### config.mk
export PLATFORM = sky130hd
export DESIGN_NAME = sli_top
export DESIGN_NICKNAME = d
export VERILOG_FILES = /design/src/core/sli_pkg.sv /design/src/core/sli_flash.sv /design/src/core/sli_top.sv
export SDC_FILE = /design/constraint.sdc
export NUM_CORES = 1
export LEC_CHECK = 0
export ABC_AREA = 1
export ABC_CLOCK_PERIOD_IN_PS = 2200
export BUFFER_PORTS_ARGS = -buffer_cell sky130_fd_sc_hd__buf_4
export CORE_MARGIN = 2
export CORE_UTILIZATION = 47
export DETAILED_ROUTE_END_ITERATION = 6
export REMOVE_ABC_BUFFERS = 1
export SYNTH_ARGS = -nofsm -noshare
export SYNTH_HDL_FRONTEND = slang
export SYNTH_HIERARCHICAL = 1
export SYNTH_SLANG_ARGS = --single-unit
### constraint.sdc
create_clock -name clk -period 2.2 [get_ports clk]
set_input_delay 0.11 -clock clk [delete_from_list [all_inputs] [get_ports clk]]
set_output_delay 0.11 -clock clk [all_outputs]
set_load 0.01 [all_outputs]
### src/core/sli_pkg.sv
package sli_pkg;
   // ****************************************
   // Run modes
   // ****************************************
   typedef enum logic [1:0] {
      SLI_MODE_OFFLINE,
      SLI_MODE_STOP,
      SLI_MODE_RUN,
      SLI_MODE_CONFIG
   } sli_mode_t;

   // ****************************************
   // Timing
   // ****************************************
   localparam int CLK_MHZ = 250;
   localparam int FAST_HALF_US = 50000;
   localparam int SLOW_HALF_US = 200000;
   localparam int GAP_US = 1000000;
   localparam int FLASH_US = 50000;
   localparam int FAST_HALF_CYC = FAST_HALF_US * CLK_MHZ;
   localparam int SLOW_HALF_CYC = SLOW_HALF_US * CLK_MHZ;
   localparam int GAP_CYC = GAP_US * CLK_MHZ;
   localparam int FLASH_CYC = FLASH_US * CLK_MHZ;
   localparam int FAST_PULSES = 8;

   // ****************************************
   // Error codes
   // ****************************************
   localparam logic [3:0] ERR_FORMAT = 4'hE;
   localparam logic [3:0] ERR_CHECKSUM = 4'h9;
   localparam logic [7:0] ARG_NONE = 8'h00;
endpackage

### src/core/sli_flash.sv
module sli_flash #(
   parameter int HOLD_CYC = sli_pkg::FLASH_CYC
) (
   // Clock and reset
   input wire logic clk,
   input wire logic rstn,
   // Activity pulse, already synchronous
   input wire logic act,
   // Flashing LED drive
   output logic led
);
   logic [31:0] cnt_q, cnt_d;
   logic led_q, led_d;

   // Toggle and reload on activity once the hold has run out; drive low when idle
   always_comb begin
      cnt_d = cnt_q;
      led_d = led_q;
      if (cnt_q != 32'h0) begin
         cnt_d = cnt_q - 32'h1;
      end else if (act) begin
         cnt_d = 32'(HOLD_CYC);
         led_d = ~led_q;
      end else begin
         led_d = 1'b0;
      end
   end

   always_ff @(posedge clk) begin
      if (!rstn) begin
         cnt_q <= 32'h0;
         led_q <= 1'b0;
      end else begin
         cnt_q <= cnt_d;
         led_q <= led_d;
      end
   end

   assign led = led_q;
endmodule

### src/core/sli_top.sv
// Contract
// - run LED red stop, green run, blue config
// - green link/activity LED per port
// - expansion LED flashes on traffic
// - bus LED off, flash green, red error
// - storage LED red during card access
// - fast burst, code pulses, argument pulses
// - runs from reset with no start command
// - wrong format gives code 14, position argument
// - program checksum gives code 9, argument 0
module sli_top #(
   parameter int FAST_HALF = sli_pkg::FAST_HALF_CYC,
   parameter int SLOW_HALF = sli_pkg::SLOW_HALF_CYC,
   parameter int GAP = sli_pkg::GAP_CYC,
   parameter int FLASH = sli_pkg::FLASH_CYC
) (
   // Clock and reset
   input wire logic clk,
   input wire logic rstn,
   // Status inputs, asynchronous
   input wire logic [1:0] run_mode,
   input wire logic port1_link,
   input wire logic port1_act,
   input wire logic port2_link,
   input wire logic port2_act,
   input wire logic exp_act,
   input wire logic tbus_active,
   input wire logic tbus_act,
   input wire logic card_busy,
   input wire logic err_format,
   input wire logic err_checksum,
   input wire logic [7:0] err_position,
   // LED drives
   output logic [2:0] run_state_led,
   output logic first_port_led,
   output logic second_port_led,
   output logic exp_led,
   output logic tbus_green_led,
   output logic tbus_red_led,
   output logic storage_access_led
);
   // ****************************************
   // Input synchronisers
   // ****************************************
   localparam int NIN = 20;
   logic [NIN-1:0] raw, s1_q, s2_q;
   assign raw = {run_mode, port1_link, port1_act, port2_link, port2_act, exp_act,
                 tbus_active, tbus_act, card_busy, err_format, err_checksum, err_position};
   always_ff @(posedge clk) begin
      if (!rstn) begin
         s1_q <= '0;
         s2_q <= '0;
      end else begin
         s1_q <= raw;
         s2_q <= s1_q;
      end
   end
   logic [1:0] mode_s;
   logic p1l, p1a, p2l, p2a, exa, tba, tbt, cbs, efm, eck;
   logic [7:0] pos_s;
   assign {mode_s, p1l, p1a, p2l, p2a, exa, tba, tbt, cbs, efm, eck, pos_s} = s2_q;

   // ****************************************
   // Activity flashers
   // ****************************************
   logic p1_fl, p2_fl, ex_fl, tb_fl;
   sli_flash #(.HOLD_CYC(FLASH)) u_p1 (.clk(clk), .rstn(rstn), .act(p1a), .led(p1_fl));
   sli_flash #(.HOLD_CYC(FLASH)) u_p2 (.clk(clk), .rstn(rstn), .act(p2a), .led(p2_fl));
   sli_flash #(.HOLD_CYC(FLASH)) u_ex (.clk(clk), .rstn(rstn), .act(exa), .led(ex_fl));
   sli_flash #(.HOLD_CYC(FLASH)) u_tb (.clk(clk), .rstn(rstn), .act(tbt), .led(tb_fl));

   // ****************************************
   // Blink code sequencer
   // ****************************************
   typedef enum logic [2:0] {S_IDLE, S_FAST, S_CODE, S_MID, S_ARG, S_GAP} sli_state_t;
   sli_state_t st_q, st_d;
   logic [31:0] tmr_q, tmr_d;
   logic [7:0] left_q, left_d;
   logic on_q, on_d;
   logic [3:0] code_q, code_d;
   logic [7:0] arg_q, arg_d;
   logic err_now;
   assign err_now = efm | eck;

   always_comb begin
      st_d = st_q;
      tmr_d = tmr_q;
      left_d = left_q;
      on_d = on_q;
      code_d = code_q;
      arg_d = arg_q;
      if (tmr_q != 32'h0) begin
         tmr_d = tmr_q - 32'h1;
      end else begin
         unique case (st_q)
            S_IDLE: begin
               if (err_now) begin
                  // Format error has priority over checksum
                  code_d = efm ? sli_pkg::ERR_FORMAT : sli_pkg::ERR_CHECKSUM;
                  arg_d = efm ? pos_s : sli_pkg::ARG_NONE;
                  st_d = S_FAST;
                  left_d = 8'(sli_pkg::FAST_PULSES);
                  on_d = 1'b1;
                  tmr_d = 32'(FAST_HALF);
               end
            end
            S_FAST, S_CODE, S_ARG: begin
               if (on_q) begin
                  on_d = 1'b0;
                  left_d = left_q - 8'h1;
                  tmr_d = 32'(st_q == S_FAST ? FAST_HALF : SLOW_HALF);
               end else if (left_q != 8'h0) begin
                  on_d = 1'b1;
                  tmr_d = 32'(st_q == S_FAST ? FAST_HALF : SLOW_HALF);
               end else if (st_q == S_FAST) begin
                  st_d = S_MID;
                  tmr_d = 32'(SLOW_HALF);
               end else if (st_q == S_CODE) begin
                  st_d = S_MID;
                  tmr_d = 32'(SLOW_HALF);
               end else begin
                  st_d = S_GAP;
                  tmr_d = 32'(GAP);
               end
            end
            S_MID: begin
               // Pause before the code run, then before the argument run
               if (code_q != 4'h0) begin
                  st_d = S_CODE;
                  left_d = {4'h0, code_q};
                  code_d = 4'h0;
                  on_d = 1'b1;
                  tmr_d = 32'(SLOW_HALF);
               end else if (arg_q != 8'h0) begin
                  st_d = S_ARG;
                  left_d = arg_q;
                  on_d = 1'b1;
                  tmr_d = 32'(SLOW_HALF);
               end else begin
                  st_d = S_GAP;
                  tmr_d = 32'(GAP);
               end
            end
            S_GAP: begin
               st_d = S_IDLE;
            end
            default: begin
               st_d = S_IDLE;
            end
         endcase
      end
   end

   always_ff @(posedge clk) begin
      if (!rstn) begin
         st_q <= S_IDLE;
         tmr_q <= 32'h0;
         left_q <= 8'h0;
         on_q <= 1'b0;
         code_q <= 4'h0;
         arg_q <= 8'h0;
      end else begin
         st_q <= st_d;
         tmr_q <= tmr_d;
         left_q <= left_d;
         on_q <= on_d;
         code_q <= code_d;
         arg_q <= arg_d;
      end
   end

   // ****************************************
   // LED output registers
   // ****************************************
   logic [2:0] run_d;
   logic red_d;
   always_comb begin
      unique case (sli_pkg::sli_mode_t'(mode_s))
         sli_pkg::SLI_MODE_OFFLINE: run_d = 3'h0;
         sli_pkg::SLI_MODE_STOP: run_d = 3'h4;
         sli_pkg::SLI_MODE_RUN: run_d = 3'h2;
         sli_pkg::SLI_MODE_CONFIG: run_d = 3'h1;
      endcase
      red_d = (st_q == S_IDLE) ? err_now : on_q;
   end

   always_ff @(posedge clk) begin
      if (!rstn) begin
         run_state_led <= 3'h0;
         first_port_led <= 1'b0;
         second_port_led <= 1'b0;
         exp_led <= 1'b0;
         tbus_green_led <= 1'b0;
         tbus_red_led <= 1'b0;
         storage_access_led <= 1'b0;
      end else begin
         run_state_led <= run_d;
         first_port_led <= p1l & ~p1_fl;
         second_port_led <= p2l & ~p2_fl;
         exp_led <= ex_fl;
         tbus_green_led <= tba & tb_fl & ~err_now & (st_q == S_IDLE);
         tbus_red_led <= red_d;
         storage_access_led <= cbs;
      end
   end

   // ****************************************
   // Assertions
   // ****************************************
   a_run_offline: assert property (@(posedge clk) disable iff (!rstn)
      mode_s == 2'h0 |=> run_state_led == 3'h0) else $error("run LED lit offline");
   a_run_stop: assert property (@(posedge clk) disable iff (!rstn)
      mode_s == 2'h1 |=> run_state_led == 3'h4) else $error("run LED not red in stop");
   a_port_dark: assert property (@(posedge clk) disable iff (!rstn)
      !p1l |=> !first_port_led) else $error("port LED lit without link");
   a_exp_idle: assert property (@(posedge clk) disable iff (!rstn)
      !exa [*2] ##0 !ex_fl |=> !exp_led) else $error("expansion LED lit idle");
   a_tbus_colour: assert property (@(posedge clk) disable iff (!rstn)
      !(tbus_green_led && tbus_red_led)) else $error("bus LED both colours");
   a_store_led: assert property (@(posedge clk) disable iff (!rstn)
      cbs |=> storage_access_led) else $error("storage LED off during access");
   a_seq_start: assert property (@(posedge clk) disable iff (!rstn)
      st_q == S_IDLE && tmr_q == 32'h0 && err_now |=> st_q == S_FAST && on_q)
      else $error("burst did not start");
   a_code_fmt: assert property (@(posedge clk) disable iff (!rstn)
      st_q == S_IDLE && tmr_q == 32'h0 && efm |=> code_q == 4'hE && arg_q == $past(pos_s))
      else $error("format code wrong");
   a_code_sum: assert property (@(posedge clk) disable iff (!rstn)
      st_q == S_IDLE && tmr_q == 32'h0 && !efm && eck |=> code_q == 4'h9 && arg_q == 8'h0)
      else $error("checksum code wrong");
   a_gap_dark: assert property (@(posedge clk) disable iff (!rstn)
      st_q == S_GAP |=> !tbus_red_led) else $error("red lit in gap");
   c_err_seq: cover property (@(posedge clk) disable iff (!rstn) st_q == S_ARG);
   c_gap: cover property (@(posedge clk) disable iff (!rstn) st_q == S_GAP);
   c_green: cover property (@(posedge clk) disable iff (!rstn) tbus_green_led);
endmodule

### Yosys cells after proc, flatten, opt, wreduce, memory -nomap -nowiden

Cells that the tools add are included.

* reductions and logical operators: 24
* add/subtract/negate cells: 6
* multiplexer cells: 48
* equality and inequality tests: 14
* bitwise operators: 12

Operators with widths (count)
* 2-to-1 mux 32 bit: 10
* 2-to-1 mux 28 bit: 6
* nonzero test 32 bit: 5
* subtractor 32 x 1 -> 32 bit (second input constant): 5
* case mux 32 bit (3 select lines): 1
* 2-to-1 mux 8 bit: 5
* 2-to-1 mux 26 bit: 1
* case mux 8 bit (3 select lines): 1
* 2-to-1 mux 3 bit: 7
* nonzero test 8 bit: 2
* case mux 3 bit (4 select lines): 1
* AND reduction 4 bit: 3
* 2-to-1 mux 1 bit: 11
* != test 2 bit (second input constant): 5
* nonzero test 2 bit: 5
* case mux 3 bit (3 select lines): 1
* 2-to-1 mux 4 bit: 2
* case mux 4 bit (2 select lines): 1
* nonzero test 4 bit: 2
* subtractor 8 x 1 -> 8 bit (second input constant): 1
* == test 3 x 2 -> 1 bit (second input constant): 2
* != test 3 bit (second input constant): 2
* inverter 1 bit: 6
* AND 1 bit: 5
* other kinds (13): 14

* flip-flop bits (word level): 237
* input bits: 22
* logic and storage cells: 127
* output and inout bits: 9

### Logic depth before layout (Yosys ltp)

* depth in word-level cells: 7
* gate-level depth with buffers: 13
* gate-level depth less buffers: 12

### By module

The synthesis kept the hierarchy.

By module, submodules not included
* sli_flash: area each 2168.3 µm², seq. area each 660.6 µm², instances 4, cells each 349
* sli_top: area each 4755.8 µm², seq. area each 2082.0 µm², instances 1, cells each 669

### Least setup slack after synthesis

Ideal clock, no wire load.

* kind: register to register
* start: register tmr_q[0]
* end: register tmr_q[12]
* arrival: 1500 ps
* required time: 2072 ps
* path buffers: 0
* setup time: 128 ps
* clock period less this slack: 1628 ps
* stages on the path, launching flop included: 12
* setup slack: 572 ps
* cell sequence: dfxtp_1 inv_1 ha_1 nand2_4 nor2_8 nand2_2 nor2_4 nand2_1 o21ai_2 inv_2 nand2_1 nor2_1

* word-level cells in the longest chain between the ends: 3
* elaborated cells on any way between the ends: 6
* classes of those cells: add/sub (1); eq/ne (1); mux (1); reduce/logical (3)

Ends and longest elaborated chain
* start: declaration: line sli_top.sv:77 `logic [31:0] tmr_q, tmr_d;`
* start signal: assignment: line sli_top.sv:164 `tmr_q <= tmr_d;`
* branches (longest 3 deep; another with subtractor 32 x 1 -> 32 bit)

Several ways; the timed one is not identified.
A chain may end at the register's enable or synchronous reset.

### Final worst setup path

* start: register tmr_q[0]
* end: register code_q[0]

* word-level cells in the longest chain between the ends: 3

Ends and longest elaborated chain
* nonzero test 32 bit: line sli_top.sv:92 `if (tmr_q != 32'h0) begin`
* inverter 1 bit (no line)
* AND reduction 4 bit (no line)
* end signal: assignment: line sli_top.sv:167 `code_q <= code_d;`
* end: declaration: line sli_top.sv:80 `logic [3:0] code_q, code_d;`

No other way between the ends.

==> impl_results.md <==
* Worst rel slew slack at 0.464
* Vias post-DR at about 13000
* FF+latch count, synth at around 240
* Tmin final at between 1500 and 2000 ps
* MaxCap Viol Count at 0
* Initial Util at 0.481
* Longest Clk Path Bufs at 3
* Final Max Slew Viols at 0
* Worst skew pair latency at between 500 and 600 ps
* Total global-route track usage at 0.224
* Register area share after synthesis at 0.352
* Clock Sinks at 236
* EDFF count, synth at 0
* Critical Path Source Type: flop
* Synth Area per Inst at 6.50 sq um
* Worst Tran Pin Value at 803 ps
* Post-synth top area share at 0.352
* Crit-path max FO at 10
* Post-DP HPWL at 24900 microns
* Cell Area, Synth at around 13000 sq um
* Crit path top cell by count: nand2_1
* Clock transition at the registers of the reported paths at approximately 60 ps
* HP Class: primary input to flop
* CP cell instances: inv_1 -> ha_1 -> nand2_4 -> nor2_8 -> nand2_2 -> nor2_4 -> buf_4 -> nand2_1 -> nor2_2 -> nand2_1 -> a21oi_1
* Syn-to-layout area delta at 12.6%
* Worst Path Buf+Inv at 2
* Initial antenna violation count at 0
* Vias per cell at 4.96
* First-pass GRT wire length at between 50000 and 60000 microns
* Chip Height at 173 microns
* Post-CTS setup buffer count at 0
* Worst endpoint required time at about 2700 ps
* Largest net degree at the start of global routing at between 50 and 60
* Routed Antenna Nets at 0
* Synth area leader: dfxtp_1
* Critical path arrival at 2390 ps
* Syn Inst Count at between 2000 and 2500
* Ys async rst share at 0
* Slowest-stage cell, CP: dfxtp_1
* Ports at 31
* Final hold vios at 0
* Drt pass-1 iters at 5
* Yosys cell types at 41
* Reg2reg setup slack at between 200 and 300 ps
* Final #Nets at approximately 2200
* Inserted Clock Buffers at 27
* Row cnt at just over 60
* Synth top area cells: dfxtp_1 (35%), nand2_1 (15%), nor2_1 (11%)
* Gpl congestion at about 0.9
* Largest delay share family, worst path: simple AND/OR/NAND/NOR gates
* TritonCTS clock tree: done
* Setup Skew at a little over 10 ps
* DR DRC count at 0
* Final setup viols at 0
* WL/cell at 13.4 microns
* Fin crit share at 0.872
* Fraction of layout cells with a size suffix above 1 at 0.140
* FMAX at ~0.52 GHz
* Outcome: complete, no violations
* Drt total wl at 33700 microns
* Initial DRC Count at roughly 900
* Worst setup path category: flop to flop
* IO Port Bufs at 30
* Vias in the first global route at 12093
* H-tree depth at 1
* Main synth FF type: dfxtp_1
* Core area at between 20000 and 30000 sq um
* Slowest stage delay, CP at about 320 ps
* CP Capture Type: flop
* Die Wd at about 170 microns
* Ys Warns at 6
* Global route overflow at 0
* Root Driver: clkbuf_16
* Die area at 29900 sq um
* RSZ-0062 raised after global routing: false
* ANT cells at 0
* Setup tns final at 0 ps
==> worst register-to-register path, cell delays in order, from the launching register on <==
cell and delay, ps:
dfxtp_1 320, inv_1 110, ha_1 230, nand2_4 110, nor2_8 200, nand2_2 90, nor2_4 240, buf_4 190
nand2_1 60, nor2_2 110, nand2_1 70, a21oi_1 130
==> stage by stage <==
step	std cells	setup WS (ps)	hold WS (ps)	util	area, sq um
6_report	2522	281	295	0.541	15100
5_1_grt	2522	66.5	299	0.541	15100
4_1_cts	2522	269	261	0.541	15100
3_5_place_dp	2452	286	296	0.501	14000
3_3_place_gp	2452	308	293	0.501	14000
2_1_floorplan	2032	440	203	-	13200
==> final timing paths <==
check	startpoint	end	cells after the start
max	tmr_q[0]	code_q[0]	11
min	port2_link	s1_q[15]	4
max reg2reg	tmr_q[0]	code_q[0]	11
min reg2reg	s1_q[14]	s2_q[14]	2
==> synth_stat cells, types with 2 or more instances <==
master,count
inv_1,218
nand3_1,165
nand3b_1,19
nand2_2,42
xnor2_1,17
nor3_1,35
nand4_1,31
inv_2,16
or2_2,4
o21ai_1,21
a21oi_1,64
nor2_1,399
ha_1,11
nand3_2,17
clkbuf_1,16
nand2_1,525
o21ai_0,28
buf_6,11
nor2_2,82
nor2_8,2
dfxtp_1,236
o21a_1,4
nor2_4,31
buf_2,6
nand2_4,11
clkinv_2,9
xor2_1,31
==> area by class of cell <==
type / count / area [sq um]
repair buffers: 65 / 546
fillers: 2901 / 12800
flip-flops and latches: 236 / 4720
clock buffers: 39 / 771
well taps: 378 / 473
inverters: 244 / 927
clock inverters: 8 / 119
multi-input cells: 1552 / 7560
==> flip-flops by register name, summed over array words and instances (netlist names), 8 cells and up <==
register and cells:
arg_q 8, left_q 8, s1_q 20, s2_q 20, tmr_q 32, u_ex/cnt_q 32
u_p1/cnt_q 32, u_p2/cnt_q 32, u_tb/cnt_q 32
==> cells in the final DEF (no fill, tap or decap), types with 35 or more instances in the layout <==
cell / count
dfxtp_1: 236
a21oi_1: 64
nor2_1: 399
nor2_2: 82
buf_4: 42
nor3_1: 35
nand2_2: 42
inv_1: 218
nand3_1: 165
nand2_1: 525
==> cell families after synthesis <==
logic type / count (synthesis) / share of synthesized area
xor+xnor: 48 / 0.0313
buf+inv: 277 / 0.0850
fa+ha+maj: 11 / 0.0102
compound gates: 123 / 0.0476
simple gates: 1370 / 0.474
flops: 236 / 0.352
==> metal layers <==
metal,GRT usage,share of wire,vias to the layer above
met5,0,0,-
met4,0.0636,0.025,0
met3,0.0259,0.030,55
met2,0.409,0.49,179
met1,0.278,0.46,5702
li1,-,-,6565
==> what timing repair did <==
item / 4_1_cts / 5_1_grt
resized for setup: 0 / 0
setup endpoints to repair: 0 / 0
hold buffers: 23 / 0
hold endpoints to repair: 37 / 0
Power is not shown: default switching activity piles up to over one toggle a cycle in this logic, so the estimate is an artifact.
